### config.mk
export PLATFORM = sky130hd
export DESIGN_NAME = grs_regs
export DESIGN_NICKNAME = d
export VERILOG_FILES = /design/src/include/grs_pkg.sv /design/src/include/grs_chk_if.sv /design/src/rtl/grs_coord_check.sv /design/src/rtl/grs_regs.sv
export SDC_FILE = /design/constraint.sdc
export NUM_CORES = 1
export LEC_CHECK = 0
export BUFFER_PORTS_ARGS = -buffer_cell sky130_fd_sc_hd__buf_2
export CAP_MARGIN = 10
export CORE_MARGIN = 4
export CORE_UTILIZATION = 46
export DETAILED_ROUTE_END_ITERATION = 10
export PLACE_DENSITY_LB_ADDON = 0.08
export SLEW_MARGIN = 20
export SYNTH_ARGS = -nofsm -noshare
export SYNTH_HDL_FRONTEND = slang
export SYNTH_SLANG_ARGS = --single-unit
### constraint.sdc
create_clock -name sys_clk_i -period 3.2 [get_ports sys_clk_i]
set_clock_uncertainty 0.2 [all_clocks]
set_input_delay 0.64 -clock sys_clk_i [delete_from_list [all_inputs] [get_ports sys_clk_i]]
set_output_delay 0.64 -clock sys_clk_i [all_outputs]
set_load 0.05 [all_outputs]
### src/include/grs_pkg.sv
// register indices, field positions and reset values of the graphics register set
package grs_pkg;
    localparam int GRS_AW = 6;
    localparam int GRS_DW = 32;
    localparam int GRS_IRQ_W = 8;
    localparam int GRS_NVTX = 4;
    localparam int GRS_CW = 16;
    // register indices (host access index, one 32-bit word each)
    localparam logic [5:0] GRS_SYSCONFIG = 6'h00;
    localparam logic [5:0] GRS_INT_FLAG = 6'h01;
    localparam logic [5:0] GRS_INT_EN = 6'h02;
    localparam logic [5:0] GRS_COORD_BASE = 6'h03;
    localparam logic [5:0] GRS_COORD_LAST = 6'h0A;
    localparam logic [5:0] GRS_STATUS = 6'h0B;
    localparam logic [5:0] GRS_OOR = 6'h0C;
    localparam logic [5:0] GRS_CINDEX = 6'h0D;
    localparam logic [5:0] GRS_WOFF_X = 6'h0E;
    localparam logic [5:0] GRS_WOFF_Y = 6'h0F;
    localparam logic [5:0] GRS_PW_LOW = 6'h10;
    localparam logic [5:0] GRS_PW_HIGH = 6'h11;
    localparam logic [5:0] GRS_XCLIP = 6'h12;
    localparam logic [5:0] GRS_YCLIP = 6'h13;
    localparam logic [5:0] GRS_HV_LESS = 6'h14;
    localparam logic [5:0] GRS_HV_GREATER = 6'h15;
    localparam logic [5:0] GRS_VV_LESS = 6'h16;
    localparam logic [5:0] GRS_VV_GREATER = 6'h17;
    localparam logic [5:0] GRS_COLOR_BASE = 6'h18;
    localparam logic [5:0] GRS_COLOR_LAST = 6'h1B;
    localparam logic [5:0] GRS_PMASK = 6'h1C;
    localparam logic [5:0] GRS_DRAW_CTL = 6'h1D;
    localparam logic [5:0] GRS_TILE_X = 6'h1E;
    localparam logic [5:0] GRS_TILE_Y = 6'h1F;
    localparam logic [5:0] GRS_BYTE_PIX = 6'h20;
    localparam logic [5:0] GRS_WIN_MIN = 6'h21;
    localparam logic [5:0] GRS_WIN_MAX = 6'h22;
    localparam logic [5:0] GRS_RASTER = 6'h23;
    // status word bit positions
    localparam int GRS_ST_BUSY = 0;
    localparam int GRS_ST_XCLIP = 1;
    localparam int GRS_ST_YCLIP = 2;
    localparam int GRS_ST_OOR = 3;
    // window words: x in the upper half, y in the lower half
    localparam int GRS_WX_LSB = 16;
    localparam int GRS_WY_LSB = 0;
    // reset values
    localparam logic [31:0] GRS_SYSCONFIG_RST = 32'h0000_0000;
    localparam logic [7:0] GRS_INT_RST = 8'h00;
    localparam logic [31:0] GRS_ZERO = 32'h0000_0000;
endpackage

### src/include/grs_chk_if.sv
// coordinate and window values out to the check unit, check results back
`timescale 1ns/100ps
interface grs_chk_if;
    logic [31:0] cx [4];
    logic [31:0] cy [4];
    logic [31:0] win_min;
    logic [31:0] win_max;
    logic [7:0] xclip;
    logic [7:0] yclip;
    logic [7:0] oor;
    logic [3:0] hv_less;
    logic [3:0] hv_greater;
    logic [3:0] vv_less;
    logic [3:0] vv_greater;
    modport regs (output cx, cy, win_min, win_max,
                  input xclip, yclip, oor, hv_less, hv_greater, vv_less, vv_greater);
    modport chk (input cx, cy, win_min, win_max,
                 output xclip, yclip, oor, hv_less, hv_greater, vv_less, vv_greater);
endinterface

### src/rtl/grs_coord_check.sv
// clip, range and vertex relation checks on the four device vertices
`timescale 1ns/100ps
module grs_coord_check
    import grs_pkg::*;
(
    grs_chk_if.chk chk
);
    logic signed [15:0] wxl;
    logic signed [15:0] wxh;
    logic signed [15:0] wyl;
    logic signed [15:0] wyh;

    assign wxl = chk.win_min[GRS_WX_LSB +: GRS_CW];
    assign wxh = chk.win_max[GRS_WX_LSB +: GRS_CW];
    assign wyl = chk.win_min[GRS_WY_LSB +: GRS_CW];
    assign wyh = chk.win_max[GRS_WY_LSB +: GRS_CW];

    for (genvar v = 0; v < GRS_NVTX; v++) begin : g_vtx
        localparam int NX = (v + 1) % GRS_NVTX;
        logic signed [15:0] x;
        logic signed [15:0] y;
        logic signed [15:0] xn;
        logic signed [15:0] yn;
        assign x = chk.cx[v][15:0];
        assign y = chk.cy[v][15:0];
        assign xn = chk.cx[NX][15:0];
        assign yn = chk.cy[NX][15:0];
        // below window in bit 2v, above in bit 2v+1
        assign chk.xclip[2*v] = x < wxl;
        assign chk.xclip[2*v+1] = x > wxh;
        assign chk.yclip[2*v] = y < wyl;
        assign chk.yclip[2*v+1] = y > wyh;
        // value not a sign extension of its low 16 bits
        assign chk.oor[2*v] = !(&chk.cx[v][31:15] || !(|chk.cx[v][31:15]));
        assign chk.oor[2*v+1] = !(&chk.cy[v][31:15] || !(|chk.cy[v][31:15]));
        // each vertex against the next one round the quad
        assign chk.hv_less[v] = x < xn;
        assign chk.hv_greater[v] = x > xn;
        assign chk.vv_less[v] = y < yn;
        assign chk.vv_greater[v] = y > yn;
    end
endmodule // grs_coord_check

### src/rtl/grs_regs.sv
// software-visible register set of the 2-d drawing engine
`timescale 1ns/100ps
module grs_regs
    import grs_pkg::*;
#(
    parameter int IRQ_W = GRS_IRQ_W
) (
    // clock and host reset
    input wire logic sys_clk_i,
    input wire logic rst_i,
    // host register access
    input wire logic hst_wr_i,
    input wire logic hst_rd_i,
    input wire logic [GRS_AW-1:0] hst_addr_i,
    input wire logic [GRS_DW-1:0] hst_wdata_i,
    output logic [GRS_DW-1:0] hst_rdata_o,
    output logic hst_rvalid_o,
    // engine side
    input wire logic mode_change_i,
    input wire logic engine_busy_i,
    input wire logic [IRQ_W-1:0] int_event_i,
    input wire logic pix_load_i,
    input wire logic [GRS_DW-1:0] pix_data_i,
    // interrupt and control outputs
    output logic irq_o,
    output logic [GRS_DW-1:0] sysconfig_o,
    output logic [GRS_DW-1:0] pmask_o,
    output logic [GRS_DW-1:0] draw_ctl_o,
    output logic [1:0] cindex_o
);
    grs_chk_if chk_if ();

    // reset group
    logic [GRS_DW-1:0] sysconfig;
    logic [IRQ_W-1:0] int_flag;
    logic [IRQ_W-1:0] int_en;
    logic [GRS_DW-1:0] rd_data;
    logic rd_valid;
    logic irq;
    logic [GRS_DW-1:0] next_sysconfig;
    logic [IRQ_W-1:0] next_int_flag;
    logic [IRQ_W-1:0] next_int_en;
    logic [GRS_DW-1:0] next_rd_data;
    logic next_rd_valid;
    logic next_irq;

    // drawing state, left alone by reset
    logic [GRS_DW-1:0] coord [8];
    logic [GRS_DW-1:0] color [4];
    logic [GRS_DW-1:0] pmask;
    logic [GRS_DW-1:0] draw_ctl;
    logic [GRS_DW-1:0] tile_x;
    logic [GRS_DW-1:0] tile_y;
    logic [GRS_DW-1:0] byte_pixel_leftover;
    logic [GRS_DW-1:0] win_min;
    logic [GRS_DW-1:0] win_max;
    logic [GRS_DW-1:0] woff_x;
    logic [GRS_DW-1:0] woff_y;
    logic [GRS_DW-1:0] raster;
    logic [1:0] cindex;
    logic [7:0] oor;
    logic [7:0] xclip;
    logic [7:0] yclip;
    logic [3:0] hv_less;
    logic [3:0] hv_greater;
    logic [3:0] vv_less;
    logic [3:0] vv_greater;
    logic busy;
    logic [GRS_DW-1:0] next_coord [8];
    logic [GRS_DW-1:0] next_color [4];
    logic [GRS_DW-1:0] next_pmask;
    logic [GRS_DW-1:0] next_draw_ctl;
    logic [GRS_DW-1:0] next_tile_x;
    logic [GRS_DW-1:0] next_tile_y;
    logic [GRS_DW-1:0] next_byte_pixel_leftover;
    logic [GRS_DW-1:0] next_win_min;
    logic [GRS_DW-1:0] next_win_max;
    logic [GRS_DW-1:0] next_woff_x;
    logic [GRS_DW-1:0] next_woff_y;
    logic [GRS_DW-1:0] next_raster;
    logic [1:0] next_cindex;

    logic [5:0] coord_off;
    logic [5:0] color_off;
    logic coord_hit;
    logic color_hit;
    logic [GRS_DW-1:0] status_word;
    logic [GRS_DW-1:0] rd_mux;

    assign coord_off = hst_addr_i - GRS_COORD_BASE;
    assign color_off = hst_addr_i - GRS_COLOR_BASE;
    assign coord_hit = hst_addr_i >= GRS_COORD_BASE && hst_addr_i <= GRS_COORD_LAST;
    assign color_hit = hst_addr_i >= GRS_COLOR_BASE && hst_addr_i <= GRS_COLOR_LAST;

    for (genvar i = 0; i < GRS_NVTX; i++) begin : g_chk
        assign chk_if.cx[i] = coord[2*i];
        assign chk_if.cy[i] = coord[2*i+1];
    end
    assign chk_if.win_min = win_min;
    assign chk_if.win_max = win_max;

    grs_coord_check u_check (
        .chk (chk_if.chk)
    );

    // status is live, so it never needs a reset value
    always_comb begin
        status_word = GRS_ZERO;
        status_word[GRS_ST_BUSY] = busy;
        status_word[GRS_ST_XCLIP] = |xclip;
        status_word[GRS_ST_YCLIP] = |yclip;
        status_word[GRS_ST_OOR] = |oor;
    end

    // read mux; unmapped indices read zero
    always_comb begin
        rd_mux = GRS_ZERO;
        if (coord_hit) begin
            rd_mux = coord[coord_off[2:0]];
        end else if (color_hit) begin
            rd_mux = color[color_off[1:0]];
        end else begin
            case (hst_addr_i)
                GRS_SYSCONFIG: rd_mux = sysconfig;
                GRS_INT_FLAG: rd_mux = {{(GRS_DW-IRQ_W){1'b0}}, int_flag};
                GRS_INT_EN: rd_mux = {{(GRS_DW-IRQ_W){1'b0}}, int_en};
                GRS_STATUS: rd_mux = status_word;
                GRS_OOR: rd_mux = {24'h00_0000, oor};
                GRS_CINDEX: rd_mux = {30'h0000_0000, cindex};
                GRS_WOFF_X: rd_mux = woff_x;
                GRS_WOFF_Y: rd_mux = woff_y;
                GRS_PW_LOW: rd_mux = win_min;
                GRS_PW_HIGH: rd_mux = win_max;
                GRS_XCLIP: rd_mux = {24'h00_0000, xclip};
                GRS_YCLIP: rd_mux = {24'h00_0000, yclip};
                GRS_HV_LESS: rd_mux = {28'h000_0000, hv_less};
                GRS_HV_GREATER: rd_mux = {28'h000_0000, hv_greater};
                GRS_VV_LESS: rd_mux = {28'h000_0000, vv_less};
                GRS_VV_GREATER: rd_mux = {28'h000_0000, vv_greater};
                GRS_PMASK: rd_mux = pmask;
                GRS_DRAW_CTL: rd_mux = draw_ctl;
                GRS_TILE_X: rd_mux = tile_x;
                GRS_TILE_Y: rd_mux = tile_y;
                GRS_BYTE_PIX: rd_mux = byte_pixel_leftover;
                GRS_WIN_MIN: rd_mux = win_min;
                GRS_WIN_MAX: rd_mux = win_max;
                GRS_RASTER: rd_mux = raster;
                default: rd_mux = GRS_ZERO;
            endcase
        end
    end

    // reset group next values
    always_comb begin
        next_sysconfig = sysconfig;
        next_int_en = int_en;
        next_int_flag = int_flag;
        if (hst_wr_i && hst_addr_i == GRS_SYSCONFIG) begin
            next_sysconfig = hst_wdata_i;
        end
        if (hst_wr_i && hst_addr_i == GRS_INT_EN) begin
            next_int_en = hst_wdata_i[IRQ_W-1:0];
        end
        // write one to clear; a new event beats the clear
        if (hst_wr_i && hst_addr_i == GRS_INT_FLAG) begin
            next_int_flag = int_flag & ~hst_wdata_i[IRQ_W-1:0];
        end
        next_int_flag = next_int_flag | int_event_i;
        // a mode change clears the interrupt state but not sysconfig
        if (mode_change_i) begin
            next_int_flag = GRS_INT_RST[IRQ_W-1:0];
            next_int_en = GRS_INT_RST[IRQ_W-1:0];
        end
        next_irq = |(int_flag & int_en);
        next_rd_valid = hst_rd_i;
        next_rd_data = hst_rd_i ? rd_mux : rd_data;
    end

    always_ff @(posedge sys_clk_i or posedge rst_i) begin
        if (rst_i) begin
            sysconfig <= GRS_SYSCONFIG_RST;
            int_flag <= GRS_INT_RST[IRQ_W-1:0];
            int_en <= GRS_INT_RST[IRQ_W-1:0];
            rd_data <= GRS_ZERO;
            rd_valid <= 1'b0;
            irq <= 1'b0;
        end else begin
            sysconfig <= next_sysconfig;
            int_flag <= next_int_flag;
            int_en <= next_int_en;
            rd_data <= next_rd_data;
            rd_valid <= next_rd_valid;
            irq <= next_irq;
        end
    end

    // drawing state next values; read-only indices have no write path
    always_comb begin
        next_coord = coord;
        next_color = color;
        next_pmask = pmask;
        next_draw_ctl = draw_ctl;
        next_tile_x = tile_x;
        next_tile_y = tile_y;
        next_byte_pixel_leftover = byte_pixel_leftover;
        next_win_min = win_min;
        next_win_max = win_max;
        next_woff_x = woff_x;
        next_woff_y = woff_y;
        next_raster = raster;
        next_cindex = cindex;
        if (hst_wr_i) begin
            if (coord_hit) begin
                next_coord[coord_off[2:0]] = hst_wdata_i;
                next_cindex = coord_off[2:1];
            end else if (color_hit) begin
                next_color[color_off[1:0]] = hst_wdata_i;
            end else begin
                case (hst_addr_i)
                    GRS_CINDEX: next_cindex = hst_wdata_i[1:0];
                    GRS_WOFF_X: next_woff_x = hst_wdata_i;
                    GRS_WOFF_Y: next_woff_y = hst_wdata_i;
                    GRS_PMASK: next_pmask = hst_wdata_i;
                    GRS_DRAW_CTL: next_draw_ctl = hst_wdata_i;
                    GRS_TILE_X: next_tile_x = hst_wdata_i;
                    GRS_TILE_Y: next_tile_y = hst_wdata_i;
                    GRS_BYTE_PIX: next_byte_pixel_leftover = hst_wdata_i;
                    GRS_WIN_MIN: next_win_min = hst_wdata_i;
                    GRS_WIN_MAX: next_win_max = hst_wdata_i;
                    GRS_RASTER: next_raster = hst_wdata_i;
                    default: next_raster = raster;
                endcase
            end
        end
        // the engine's leftover bits win over a host write in the same cycle
        if (pix_load_i) begin
            next_byte_pixel_leftover = pix_data_i;
        end
    end

    // no reset here on purpose: drawing state survives a host reset
    always_ff @(posedge sys_clk_i) begin
        coord <= next_coord;
        color <= next_color;
        pmask <= next_pmask;
        draw_ctl <= next_draw_ctl;
        tile_x <= next_tile_x;
        tile_y <= next_tile_y;
        byte_pixel_leftover <= next_byte_pixel_leftover;
        win_min <= next_win_min;
        win_max <= next_win_max;
        woff_x <= next_woff_x;
        woff_y <= next_woff_y;
        raster <= next_raster;
        cindex <= next_cindex;
        // check results lag the coordinates by one cycle
        oor <= chk_if.oor;
        xclip <= chk_if.xclip;
        yclip <= chk_if.yclip;
        hv_less <= chk_if.hv_less;
        hv_greater <= chk_if.hv_greater;
        vv_less <= chk_if.vv_less;
        vv_greater <= chk_if.vv_greater;
        busy <= engine_busy_i;
    end

    assign hst_rdata_o = rd_data;
    assign hst_rvalid_o = rd_valid;
    assign irq_o = irq;
    assign sysconfig_o = sysconfig;
    assign pmask_o = pmask;
    assign draw_ctl_o = draw_ctl;
    assign cindex_o = cindex;
endmodule // grs_regs

==> results.json <==
{
  "status": "finished clean",
  "slew_headroom": 0.278,
  "fin_crit_sh": 0.966,
  "drtAntennaViolNets": 0,
  "dr.pass1.iters": 8,
  "cts_tree": "yes",
  "seq_area_frac_synth": 0.589,
  "grt_pass1_wl_mm": 234,
  "startpoint_type": "flip-flop",
  "period_needed_ns": 3.09,
  "grt_max_degree": 97,
  "fillers": 7297,
  "worstPathArrival_ns": 3.39,
  "rsz0062_at_grt": "false",
  "setup_tns_ns": 0,
  "yosys_warnings": 0,
  "vias_per_cell": 6.48,
  "regArea_um2": 24100,
  "cts_resized": 0,
  "drive_above_1_share": 0.216,
  "netlist.top_cell.by_area": "edfxtp_1",
  "initial_core_util": 0.463,
  "synth-edff-count": 706,
  "cts_root_buffer": "clkbuf_16",
  "numCtsBuffers": 91,
  "wl_per_cell_um": 35.1,
  "overflow": 0,
  "grt_antenna_before_repair": 9,
  "netlist_instances": 3093,
  "yosysTopAreaCellShare": 0.519,
  "synthFlopType": "edfxtp_1",
  "cts_max_path_buffers": 3,
  "syn-mean-instance-area_um2": 13.2,
  "row_count": 109,
  "syn2layout_area_growth_pct": 20.5,
  "crit_fanout": 4,
  "yosys-top-cells-area": "edfxtp_1 52%, ha_1 12%, dfrtp_1 5.0%",
  "drv_cap": 0,
  "first_global_vias": 31100,
  "fp.dieW_um": 306,
  "synth_nets": 3558,
  "fp.dieH_um": 306,
  "finalSetupViolCount": 0,
  "r2r_setup_slack_ns": 0.11,
  "hold_violations": 0,
  "io_buffers": 216,
  "synth_seq_cells": 829,
  "vdd.ir_drop.worst_v": 0.000580,
  "synthDistinctLibCells": 66,
  "max_slew.worst_pin.slew_ns": 1.08,
  "grt_util_all_layers": 0.354,
  "total_power_w": 0.0256,
  "fmax_ghz": 0.323,
  "finalMaxSlewViolations": 0,
  "clock_latency_ns": 0.68,
  "drc_errors": 0,
  "floorplan.die_area_um2": 93700,
  "coreArea_um2": 88200,
  "hold_class": "input pin to flip-flop",
  "post-dp-hpwl_mm": 125,
  "postRouteWirelength_mm": 169,
  "path_clk_slew_ns": 0.06,
  "final_net_count": 4036,
  "vias": 31200,
  "multi_input_area_um2": 15700,
  "cp-end-kind": "flip-flop",
  "h-tree-depth": 3,
  "cts.sinks": 829,
  "drt-initial-drc-count": 4504,
  "powerDensity_nw_per_um2": 520,
  "synthArstFlopShare": 0.0989,
  "cts_setup_buffers": 0,
  "p_leak_nw": 19.7,
  "gp_congestion": 0.989,
  "syn-cell-area_um2": 40900,
  "worstPathRequired_ns": 3.50,
  "num_io_pins": 217,
  "crit_type": "flip-flop to flip-flop"
}
[placed cells by master, fill, tap and decap left out, types with 67 or more instances in the layout]
cell type	instances
a22oi_1	80
nand4_1	95
mux2i_1	137
nand2_1	145
mux2_2	67
buf_4	225
buf_2	215
o22ai_1	70
edfxtp_1	706
inv_1	209
ha_1	379
nor2_1	112
a21oi_1	114
o21ai_0	119
dfrtp_1	82
clkbuf_16	95
[layout make-up]
class,count,share of cell area
Sequential cell,829,0.489
Multi-Input combinational cell,1935,0.320
Timing Repair Buffer,502,0.0792
Clock buffer,133,0.0544
Tap cell,1165,0.0296
Inverter,212,0.0164
Clock inverter,39,0.0119
Antenna cell,4,0.000203
[worst paths after layout]
check | startpoint | endpoint | cells past startpoint
worst max-delay path | chk_if.win_max[9]$_DFFE_PP_ | yclip[1]$_DFF_P_ | 9
min in group asynchronous | rst_i | sysconfig_o[26]$_DFFE_PP0P_ | 3
worst max register to register | chk_if.win_max[9]$_DFFE_PP_ | yclip[1]$_DFF_P_ | 9
worst min register to register | sysconfig_o[4]$_DFFE_PP0P_ | sysconfig_o[4]$_DFFE_PP0P_ | 1
worst min-delay path | pix_data_i[9] | byte_pixel_leftover[9]$_DFFE_PP_ | 2
max in group asynchronous | rst_i | int_flag[4]$_DFF_PP0_ | 4
[synth_stat cells (all sizes together) (9+ instances only)]
cell,n
a21oi,114
nor2,127
dfxtp,41
nand3,68
a211oi,12
nor4,46
dfrtp,82
a22oi,80
edfxtp,706
nand2,147
a21o,57
nand4,95
a41oi,33
a31oi,29
a222oi,51
buf,48
mux4,33
nor3,40
inv,212
and3,13
mux2,67
nand3b,9
clkbuf,69
o211ai,10
a22o,11
a221oi,16
mux2i,137
o21a,18
nor2b,28
ha,380
o21ai,137
nand2b,20
a2111oi,14
o22ai,70
[timing repair]
action / 4_1_cts / 5_1_grt
hold buffers: 10 / 0
hold endpoints to repair: 39 / 0
setup endpoints to repair: 0 / 0
[where the power goes]
group	switching [W]	leakage, nW	internal (W)
Sequential	0.000243	7.77	0.0120
Combinational	0.00141	10.4	0.000648
Clock	0.00454	1.59	0.00683
[metrics by stage]
| stage | instance area [µm²] | hold WS (ns) | std cells | setup WS [ns] | util |
|---|---|---|---|---|---|
| 5_1_grt | 49200 | 0.0528 | 4815 | 0.0872 | 0.558 |
| 4_1_cts | 49200 | 0.0273 | 4815 | 0.237 | 0.558 |
| 2_1_floorplan | 41100 | 0.264 | 3093 | -0.237 | - |
| 3_3_place_gp | 45900 | 0.319 | 4633 | -0.380 | 0.520 |
| 3_5_place_dp | 45900 | 0.332 | 4633 | -0.369 | 0.520 |
| 6_report | 49300 | 0.0643 | 4819 | 0.108 | 0.558 |
[critical path: stages (launching register included)]
cell and delay [ns]:
edfxtp_1 0.55, inv_1 0.22, ha_1 0.34, a21oi_1 0.14
nor2b_1 0.06, o21ai_0 0.33, a21oi_1 0.15, a311oi_1 0.31
mux2i_1 0.13, a21oi_1 0.49
[per-layer routing]
metal	vias to the layer above	GRT usage	wire (µm)
met2	1875	0.562	77800
met3	385	0.0586	14700
met5	-	0	47
met4	6	0.195	11100
met1	15800	0.467	65400
li1	13200	-	-
[kinds of logic after synthesis]
| family | share of synthesized area |
|---|---|
| buffers and inverters | 0.0318 |
| XOR/XNOR | 0.000643 |
| adder cells (fa/ha/maj) | 0.116 |
| flip-flops | 0.589 |
| multiplexers | 0.0702 |
| AO/OA/AOI/OAI | 0.115 |
| AND/OR/NAND/NOR | 0.0769 |
(Power assumes the default switching activity.)
